**src/rsc_pkg.sv**
```systemverilog
// constants and types for the reset and pin-interrupt system control block
package rsc_pkg;
  // register indices on the internal byte register port
  localparam logic [1:0] IDX_PIN_IRQ   = 2'h0;
  localparam logic [1:0] IDX_RST_CAUSE = 2'h1;
  localparam logic [1:0] IDX_FORCE_RST = 2'h2;

  // pin_interrupt_status_control fields
  localparam int BIT_PULL_DIS = 6;
  localparam int BIT_POL      = 5;
  localparam int BIT_PIN_EN   = 4;
  localparam int BIT_FLAG     = 3;
  localparam int BIT_ACK      = 2;
  localparam int BIT_REQ_EN   = 1;
  localparam int BIT_MODE     = 0;
  localparam logic [7:0] PIN_IRQ_RESET = 8'h00;

  // reset_cause_status fields
  localparam int BIT_POR      = 7;
  localparam int BIT_WDOG     = 5;
  localparam int BIT_ILL_OP   = 4;
  localparam int BIT_ILL_ADDR = 3;
  localparam int BIT_LOW_V    = 1;

  // debug_force_reset fields
  localparam int         BIT_FORCE_RST = 0;
  localparam logic [7:0] FORCE_RST_READ = 8'h00;
  localparam logic [7:0] BYTE_ZERO      = 8'h00;

  typedef struct packed {
    logic       pull_dis;
    logic       polarity;
    logic       pin_en;
    logic       req_en;
    logic       mode;
    logic       flag;
    logic       pin_prev;
    logic [7:0] cause;
    logic [7:0] rdata;
    logic       force_rst;
  } rsc_state_s;
endpackage

```
**src/rsc_sync_if.sv**
```systemverilog
// carrier between the pin synchroniser and the control block
`timescale 1ns/1ns
`default_nettype none
interface rsc_sync_if;
  logic pin_sync;
  modport src (output pin_sync);
  modport dst (input  pin_sync);
endinterface
`default_nettype wire

```
**src/rsc_pin_sync.sv**
```systemverilog
// two-flop synchroniser for the interrupt request pin
`timescale 1ns/1ns
`default_nettype none
module rsc_pin_sync (
  // clock and reset
  input  wire logic clk_sys_i,
  input  wire logic nrst_i,
  input  wire logic ce_i,
  // pin and result
  input  wire logic pin_i,
  rsc_sync_if.src   sync
);
  logic meta_q;
  logic stable_q;

  // reset to the idle-high level so a pulled-up pin makes no false edge
  always_ff @(posedge clk_sys_i) begin
    if (!nrst_i) begin
      meta_q   <= 1'b1;
      stable_q <= 1'b1;
    end else if (ce_i) begin
      meta_q   <= pin_i;
      stable_q <= meta_q;
    end
  end

  assign sync.pin_sync = stable_q;
endmodule
`default_nettype wire

```
**src/rsc_sysctl.sv**
```systemverilog
// reset cause, force reset and external interrupt pin control
// Notes on behaviour
// with pin enabled, pull disable 0 turns pull device on, 1 turns it off
// polarity 0 detects falling/low, 1 detects rising/high
// rising polarity with pull on makes the pull a pulldown
// mode bit picks edge only or edge plus level detection
// pin enable set lets the pin request interrupts; clear disables it
// flag is read-only, reads 1 after a detected request event
// in level mode flag sets on edge and stays while pin asserted
// flag and request enable both set raise the interrupt request
// writing acknowledge clears flag unless level holds; acknowledge reads 0
// watchdog cause set after watchdog reset; blocked when watchdog disabled
// illegal opcode cause set after illegal opcode; stop illegal if disabled
// background entry instruction illegal when background mode disabled
// illegal address cause set after access to unimplemented address
// low voltage cause set after enabled low-voltage trip and after power-on
// power-on sets both power-on and low voltage causes
// each reset records only its own causes; software cannot write them
// force reset register ignores user writes and reads 0x00
// debug host writing 1 to bit 0 forces a full reset
// host holds mode-select pin high for user mode, low for debug mode
// pull device used when enabled, pulling up or down by polarity
`timescale 1ns/1ns
`default_nettype none
module rsc_sysctl (
  // clock, reset, enable
  input  wire logic       clk_sys_i,
  input  wire logic       nrst_i,
  input  wire logic       ce_i,
  // register port
  input  wire logic [1:0] reg_addr_i,
  input  wire logic       reg_wr_i,
  input  wire logic       reg_rd_i,
  input  wire logic       reg_dbg_i,
  input  wire logic [7:0] reg_wdata_i,
  output logic      [7:0] reg_rdata_o,
  // interrupt pin
  input  wire logic       irq_pin_i,
  output logic            pull_up_en_o,
  output logic            pull_down_en_o,
  output logic            irq_req_o,
  // reset sources, sampled while nrst_i is low
  input  wire logic       por_i,
  input  wire logic       wdog_timeout_i,
  input  wire logic       watchdog_enable_setting_i,
  input  wire logic       illegal_opcode_i,
  input  wire logic       stop_exec_i,
  input  wire logic       stop_instruction_enable_i,
  input  wire logic       background_entry_instruction_i,
  input  wire logic       background_mode_enable_i,
  input  wire logic       illegal_address_i,
  input  wire logic       low_voltage_trip_i,
  input  wire logic       low_voltage_reset_enable_i,
  // reset request to the system reset controller
  output logic            reset_req_o
);
  rsc_pkg::rsc_state_s s_q;
  rsc_pkg::rsc_state_s s_d;
  rsc_sync_if          sync_if ();

  rsc_pin_sync u_sync (
    .clk_sys_i (clk_sys_i),
    .nrst_i    (nrst_i),
    .ce_i      (ce_i),
    .pin_i     (irq_pin_i),
    .sync      (sync_if.src)
  );

  // pin view
  logic       pin_level;
  logic       pin_asserted;
  logic       prev_asserted;
  logic       edge_seen;
  logic       level_hold;
  logic       pull_active;

  // reset cause qualification
  logic       wdog_rst;
  logic       stop_illegal;
  logic       bkgd_illegal;
  logic       illegal_opcode_cause_rst;
  logic       illegal_address_cause_rst;
  logic       lowv_rst;
  logic [7:0] cause_now;

  // register decode
  logic       wr_irq;
  logic       wr_force;
  logic       rd_irq;
  logic       rd_cause;
  logic       rd_force;
  logic       ack;
  logic       force_hit;
  logic [7:0] irq_view;

  always_comb begin
    pin_level     = sync_if.pin_sync;
    // asserted level follows polarity so detection is active-high afterwards
    pin_asserted  = pin_level ^ ~s_q.polarity;
    // the stored sample is a raw level judged with the current polarity, so a
    // polarity write cannot turn a stale sample into an edge
    prev_asserted = s_q.pin_prev ^ ~s_q.polarity;
    edge_seen     = s_q.pin_en && pin_asserted && !prev_asserted;
    level_hold    = s_q.pin_en && s_q.mode && pin_asserted;
  end

  always_comb begin
    wdog_rst     = wdog_timeout_i && watchdog_enable_setting_i;
    stop_illegal = stop_exec_i && !stop_instruction_enable_i;
    bkgd_illegal = background_entry_instruction_i && !background_mode_enable_i;
    illegal_opcode_cause_rst     = illegal_opcode_i || stop_illegal || bkgd_illegal;
    illegal_address_cause_rst     = illegal_address_i;
    lowv_rst     = por_i || (low_voltage_trip_i && low_voltage_reset_enable_i);
    // causes not raised by this reset read 0 afterwards
    cause_now                        = rsc_pkg::BYTE_ZERO;
    cause_now[rsc_pkg::BIT_POR]      = por_i;
    cause_now[rsc_pkg::BIT_WDOG]     = wdog_rst;
    cause_now[rsc_pkg::BIT_ILL_OP]   = illegal_opcode_cause_rst;
    cause_now[rsc_pkg::BIT_ILL_ADDR] = illegal_address_cause_rst;
    cause_now[rsc_pkg::BIT_LOW_V]    = lowv_rst;
  end

  always_comb begin
    wr_irq    = reg_wr_i && reg_addr_i == rsc_pkg::IDX_PIN_IRQ;
    // debug-only write strobe; user writes never reach it
    wr_force  = reg_wr_i && reg_dbg_i && reg_addr_i == rsc_pkg::IDX_FORCE_RST;
    rd_irq    = reg_rd_i && reg_addr_i == rsc_pkg::IDX_PIN_IRQ;
    rd_cause  = reg_rd_i && reg_addr_i == rsc_pkg::IDX_RST_CAUSE;
    rd_force  = reg_rd_i && reg_addr_i == rsc_pkg::IDX_FORCE_RST;
    ack       = wr_irq && reg_wdata_i[rsc_pkg::BIT_ACK];
    force_hit = wr_force && reg_wdata_i[rsc_pkg::BIT_FORCE_RST];
    // acknowledge is write-only, so its bit stays 0 in the read view
    irq_view                        = rsc_pkg::BYTE_ZERO;
    irq_view[rsc_pkg::BIT_PULL_DIS] = s_q.pull_dis;
    irq_view[rsc_pkg::BIT_POL]      = s_q.polarity;
    irq_view[rsc_pkg::BIT_PIN_EN]   = s_q.pin_en;
    irq_view[rsc_pkg::BIT_FLAG]     = s_q.flag;
    irq_view[rsc_pkg::BIT_REQ_EN]   = s_q.req_en;
    irq_view[rsc_pkg::BIT_MODE]     = s_q.mode;
  end

  always_comb begin
    s_d = s_q;
    if (wr_irq) begin
      s_d.pull_dis = reg_wdata_i[rsc_pkg::BIT_PULL_DIS];
      s_d.polarity = reg_wdata_i[rsc_pkg::BIT_POL];
      s_d.pin_en   = reg_wdata_i[rsc_pkg::BIT_PIN_EN];
      s_d.req_en   = reg_wdata_i[rsc_pkg::BIT_REQ_EN];
      s_d.mode     = reg_wdata_i[rsc_pkg::BIT_MODE];
    end
    // a disabled pin parks at its asserted raw level so enabling makes no edge
    if (s_q.pin_en) begin
      s_d.pin_prev = pin_level;
    end else begin
      s_d.pin_prev = s_d.polarity;
    end
    // new event or held level wins over acknowledge
    if (edge_seen || level_hold) begin
      s_d.flag = 1'b1;
    end else if (ack) begin
      s_d.flag = 1'b0;
    end
    // cause register holds between resets; no write path exists
    s_d.cause     = s_q.cause;
    s_d.force_rst = force_hit;
    // read data stands one cycle, then returns to 0
    s_d.rdata     = rsc_pkg::BYTE_ZERO;
    if (rd_irq) begin
      s_d.rdata = irq_view;
    end else if (rd_cause) begin
      s_d.rdata = s_q.cause;
    end else if (rd_force) begin
      s_d.rdata = rsc_pkg::FORCE_RST_READ;
    end
  end

  always_ff @(posedge clk_sys_i) begin
    if (!nrst_i) begin
      s_q.pull_dis  <= rsc_pkg::PIN_IRQ_RESET[rsc_pkg::BIT_PULL_DIS];
      s_q.polarity  <= rsc_pkg::PIN_IRQ_RESET[rsc_pkg::BIT_POL];
      s_q.pin_en    <= rsc_pkg::PIN_IRQ_RESET[rsc_pkg::BIT_PIN_EN];
      s_q.req_en    <= rsc_pkg::PIN_IRQ_RESET[rsc_pkg::BIT_REQ_EN];
      s_q.mode      <= rsc_pkg::PIN_IRQ_RESET[rsc_pkg::BIT_MODE];
      s_q.flag      <= rsc_pkg::PIN_IRQ_RESET[rsc_pkg::BIT_FLAG];
      // parked at the asserted raw level of the reset polarity
      s_q.pin_prev  <= rsc_pkg::PIN_IRQ_RESET[rsc_pkg::BIT_POL];
      s_q.rdata     <= rsc_pkg::BYTE_ZERO;
      s_q.force_rst <= 1'b0;
      // synchronous reset: causes of this reset captured, others cleared
      s_q.cause     <= cause_now;
    end else if (ce_i) begin
      s_q <= s_d;
    end
  end

  always_comb begin
    reg_rdata_o    = s_q.rdata;
    // pull only on a pin in use and not handed to an external device
    pull_active    = s_q.pin_en && !s_q.pull_dis;
    // pullup normally, becomes pulldown for rising polarity
    pull_up_en_o   = pull_active && !s_q.polarity;
    pull_down_en_o = pull_active && s_q.polarity;
    irq_req_o      = s_q.flag && s_q.req_en;
    reset_req_o    = s_q.force_rst;
  end
endmodule
`default_nettype wire

```
**config.mk**
```make
export PLATFORM = sky130hd
export DESIGN_NAME = rsc_sysctl
export DESIGN_NICKNAME = d
export VERILOG_FILES = /design/src/rsc_pkg.sv /design/src/rsc_sync_if.sv /design/src/rsc_pin_sync.sv /design/src/rsc_sysctl.sv
export SDC_FILE = /design/constraint.sdc
export NUM_CORES = 1
export LEC_CHECK = 0
export ABC_AREA = 0
export BUFFER_PORTS_ARGS = -buffer_cell sky130_fd_sc_hd__buf_2
export CAP_MARGIN = 15
export CORE_MARGIN = 2
export CORE_UTILIZATION = 47
export DETAILED_ROUTE_END_ITERATION = 8
export GPL_TIMING_DRIVEN = 0
export PLACE_DENSITY = 0.77
export SLEW_MARGIN = 20
export SYNTH_ARGS = -nofsm -noshare
export SYNTH_HDL_FRONTEND = slang
export SYNTH_SLANG_ARGS = --single-unit
```
**constraint.sdc**
```tcl
create_clock -name clk_sys_i -period 1.4 [get_ports clk_sys_i]
set_clock_uncertainty 0.15 [all_clocks]
set_input_delay 0.07 -clock clk_sys_i [delete_from_list [all_inputs] [get_ports clk_sys_i]]
set_output_delay 0.07 -clock clk_sys_i [all_outputs]
set_load 0.02 [all_outputs]
```
# ---- Yosys cells after proc, flatten, opt, wreduce, memory -nomap -nowiden
# Cells that the tools add are included.
# Widths: inputs -> output; s select.
dict set report word_totals {
  register_bits 23
  out_inout_bits 12
  wordCells 57
}
dict set report op_classes {
  n_eq_ne 2
  n_mux 8
  bitwise_logic 3
  n_reduce_logical 32
}
# op count
set ops {}
lappend ops {{$logic_and 1x1->1} 19}
lappend ops {{$mux 17} 1}
lappend ops {{$mux 8} 2}
lappend ops {{$mux 9} 1}
lappend ops {{$logic_not 1->1} 5}
lappend ops {{$logic_or 1x1->1} 4}
lappend ops {{$mux 4} 1}
lappend ops {{$reduce_and 2->1} 2}
lappend ops {{$mux 1} 3}
lappend ops {{$eq 2x1->1 const B} 1}
lappend ops {{$eq 2x2->1 const B} 1}
lappend ops {{$logic_not 2->1} 1}
lappend ops {{$reduce_bool 2->1} 1}
lappend ops {{$xor 1x1->1} 2}
lappend ops {{$not 1->1} 1}

# ---- Longest topological paths before layout
dict set report depth {
  word_depth 7
  mapped_depth 6
}

# ---- Cells and area by module
# Synthesis repeated with hierarchy kept, for this count alone.
dict set report hier_totals {
  cells_unflattened 111
  area_unflattened_um2 1082.3
}
# mod instances cells_per_inst area_each_um2 seq_area_each_um2
set modules_own_cells {}
lappend modules_own_cells {rsc_sysctl 1 105 1014.7 450.4}
lappend modules_own_cells {rsc_pin_sync 1 6 67.6 40.0}

# ---- Worst setup path after synthesis
# Ideal clock, no wire load.
dict set report synth_timing {
  path_type {in2reg}
  startpoint {input port reg_addr_i[0]}
  endpoint {register s_q[17] (netlist bit)}
  setup_ns 0.117
  arrival_time_ns 0.906
  required_time_ns 1.133
  slack_ns 0.227
  path_stages 5
  path_buffers 1
  cell_sequence {buf_6 nor3b_2 mux2_1 o211ai_2 a21oi_2}
}
dict set report synth_via {
  elab_chain_len 4
}
# item line
set synth_lines {}
lappend synth_lines {{start, declared} rsc_sysctl.sv:31} ;# input wire logic [1:0] reg_addr_i,
lappend synth_lines {{$logic_not 2->1} rsc_sysctl.sv:124} ;# wr_irq = reg_wr_i && reg_addr_i == rsc_pkg::IDX_PIN_IRQ;
lappend synth_lines {{$logic_and 1x1->1} rsc_sysctl.sv:124}
lappend synth_lines {{$mux 4} rsc_sysctl.sv:144} ;# if (wr_irq) begin
lappend synth_lines {{$mux 1} rsc_sysctl.sv:152} ;# if (s_q.pin_en) begin
lappend synth_lines {{end, declared} rsc_sysctl.sv:57} ;# rsc_pkg::rsc_state_s s_q;
# No other way between the ends.
# A chain may end at the register's enable or synchronous reset.

# ---- Final worst setup path
dict set report layout_timing {
  startpoint {input port ce_i}
  endpoint {register s_q (netlist bit irq_view[0])}
}
dict set report layout_via {
  elab_chain_len 1
}
# item line
set layout_lines {}
lappend layout_lines {{start, declared} rsc_sysctl.sv:29} ;# input wire logic ce_i,
lappend layout_lines {{$reduce_and 2->1 (no source line)} --}
# No other way between the ends.

==> metrics <==
via count 943; worst-path maximum fanout 8; Distinct cells, synth 31; global-route wire length before repair 3760 um; synthesized area 1042 um^2; final setup violation count 0; Synth Warn # 0; initial antenna violation count 0; critical path's slowest cell dlygate4sd3_1; clk buf depth 2; Async SR Flop Fraction 0%; max incr delay on CP 0.53 ns; worst min path class in -> reg; n_diodes 0; Worst Path Buf+Inv 3; max-cap violations 0; area leader, netlist dfxtp_1; DR DRC count 0; PwrDens 771.6 nW/um^2; unrepaired setup endpoints after global routing false; Top Family by Delay on Critical Path buffers and inverters; post-layout min period 1.339 ns; Setup WS pre-CTS 0.1841 ns; commonest non-fill, non-tap cell in the layout buf_2; total clock sinks 22; Setup TNS 0 ns; Net Count, Synth 135; fin. max-slew vios 0; Leakage 0.6864 nW; Max Freq 0.7467 GHz; full die area 2610 um^2; VDD IR max 0.0004818 V; Final WS setup 0.06072 ns; initial core utilization 48.51%; Root Buffer clkbuf_4; Top Ports 40; Core ar. 2148 um^2; Die Width 51.09 um; Post-synth EDFFs 5; H-Tree Depth 1; All-Layer GR Usage 18.96%; Skew-Pair Late Insertion Delay 0.29 ns; DR vias/cell 4.836; routability cong. 0.7814; DRT Pass-1 Iters 4; Hold Slack 0.007656 ns; top cell type's share of synthesized area 32.65%; critical path required time 1.44 ns; post-route ant nets 0; final net count 196; Clock Pin Slew Worst Setup and Hold Paths 0.12 ns; startpoint types input port; Gate Count Post-Synth 107; Hold Violations, Final 0; layout cell share with drive strength beyond 1 32.34%; filler cell count 181; ranking of synthesized cells by area dfxtp_1, edfxtp_1, mux2i_1, nor2_1, buf_4; gr ovfl total 0; crit path DAT 1.38 ns; area of the multi-input gates 435.4 um^2; register area 491.7 um^2; routed len/inst 11.89 um; I/O Buffers 34; CTS tree built; largest net degree at the start of global routing 15; Rows 17; Iter 0 DRT Violations 13; Die Height 51.09 um; Num CTS Buffers 3; type of the worst setup path in -> reg; Yosys reg bits 22; critical path, cell by cell dlygate4sd3_1 -> clkbuf_8 -> and4bb_1 -> buf_6 -> mux2i_1 -> nor2_1; commonest non-fill, non-tap cells in the layout buf_2, nor2_1, dlygate4sd3_1; status complete, no violations; vias in the first global route 904; Avg Cell Area, Syn 9.741 um^2; final period utilization 95.66%; ys flop type dfxtp_1; hpwl dp 1581 um; Seq/Total Area, Yosys 47.06%; CP endpoint kind register; Syn-to-layout area delta 43.46%; drt total wl 2319 um
[power breakdown]
part           internal [mW]  switching (mW)  leakage [nW]  total (mW)
registers              0.671          0.0111         0.186       0.682
logic                  0.106          0.0749         0.485       0.181
clock network          0.111           0.179        0.0150       0.290
total                  0.888           0.265         0.686        1.15
[synth_stat cells (3+ instances only)]
cell	number
a21oi_1	7
buf_4	8
dfxtp_1	17
edfxtp_1	5
mux2i_1	11
nand2_1	6
nor2_1	22
nor2b_1	3
[worst paths after layout]
kind,startpoint,endpoint,slack [ns],cells past startpoint
min,background_mode_enable_i,s_d[13]$_DFFE_PN_,0.008,4
min reg2reg,u_sync.meta_q$_SDFFE_PN1P_,u_sync.sync.pin_sync$_SDFFE_PN1P_,0.34,2
max reg2reg,irq_view[5]$_SDFFE_PN0P_,s_q[17]$_SDFFE_PN0P_,0.24,3
max,ce_i,irq_view[0]$_SDFFE_PN0P_,0.06,6
[flip-flops by register name, summed over array words and instances, names as in the netlist]
signal / cells
reset_req_o: 1
s_q: 1
u_sync.meta_q: 1
irq_view: 6
s_d: 5
reg_rdata_o: 7
u_sync.sync.pin_sync: 1
[what timing repair did]
item / CTS / global route
setup endpoints to repair: 0 / 1
endpoints found under the hold margin: 15 / 0
gates resized for setup: 0 / 1
hold buffers: 22 / 0
buffers inserted: 0 / 0
[worst register-to-register path, cell delays in order (launching register included)]
cell	delay, ns
dfxtp_1	0.39
mux2_1	0.31
o211ai_2	0.15
a21oi_2	0.07
[metal layers]
layer  GRT usage (%)  part of all wire [%]  vias up
li1                -                     -      480
met4           5.405                  0.52        0
met1           20.70                    39      439
met3           3.216                   3.8        2
met5               0                     0        -
met2           36.80                    57       22
[kinds of logic after synthesis]
| family | after synthesis | share of synthesized area [%] |
|---|---|---|
| compound gates | 15 | 9.844 |
| buf+inv | 16 | 11.16 |
| flops | 22 | 47.06 |
| mux | 12 | 11.65 |
| other cells | 1 | 0.3598 |
| simple gates | 41 | 19.93 |
[final cells by class]
class / instances / share of cell area, %
clock buffer: 4 / 1.757
multi-input combinational: 69 / 29.12
tap: 28 / 2.343
buffer: 12 / 6.778
timing repair buffer: 56 / 26.11
sequential: 22 / 32.89
inverter: 4 / 1.004
[per-stage QoR]
step / utilization (%) / cells / area (um^2) / power (mW)
CTS: 69.54 / 195 / 1494 / 1.158
global placement: 58.07 / 169 / 1247 / 0.8227
global route: 69.60 / 195 / 1495 / 1.210
floorplan: - / 107 / 1042 / 0.7733
finish: 69.60 / 195 / 1495 / 1.154
detailed placement: 58.07 / 169 / 1247 / 0.8286
Power figures use the tool's default switching activity.
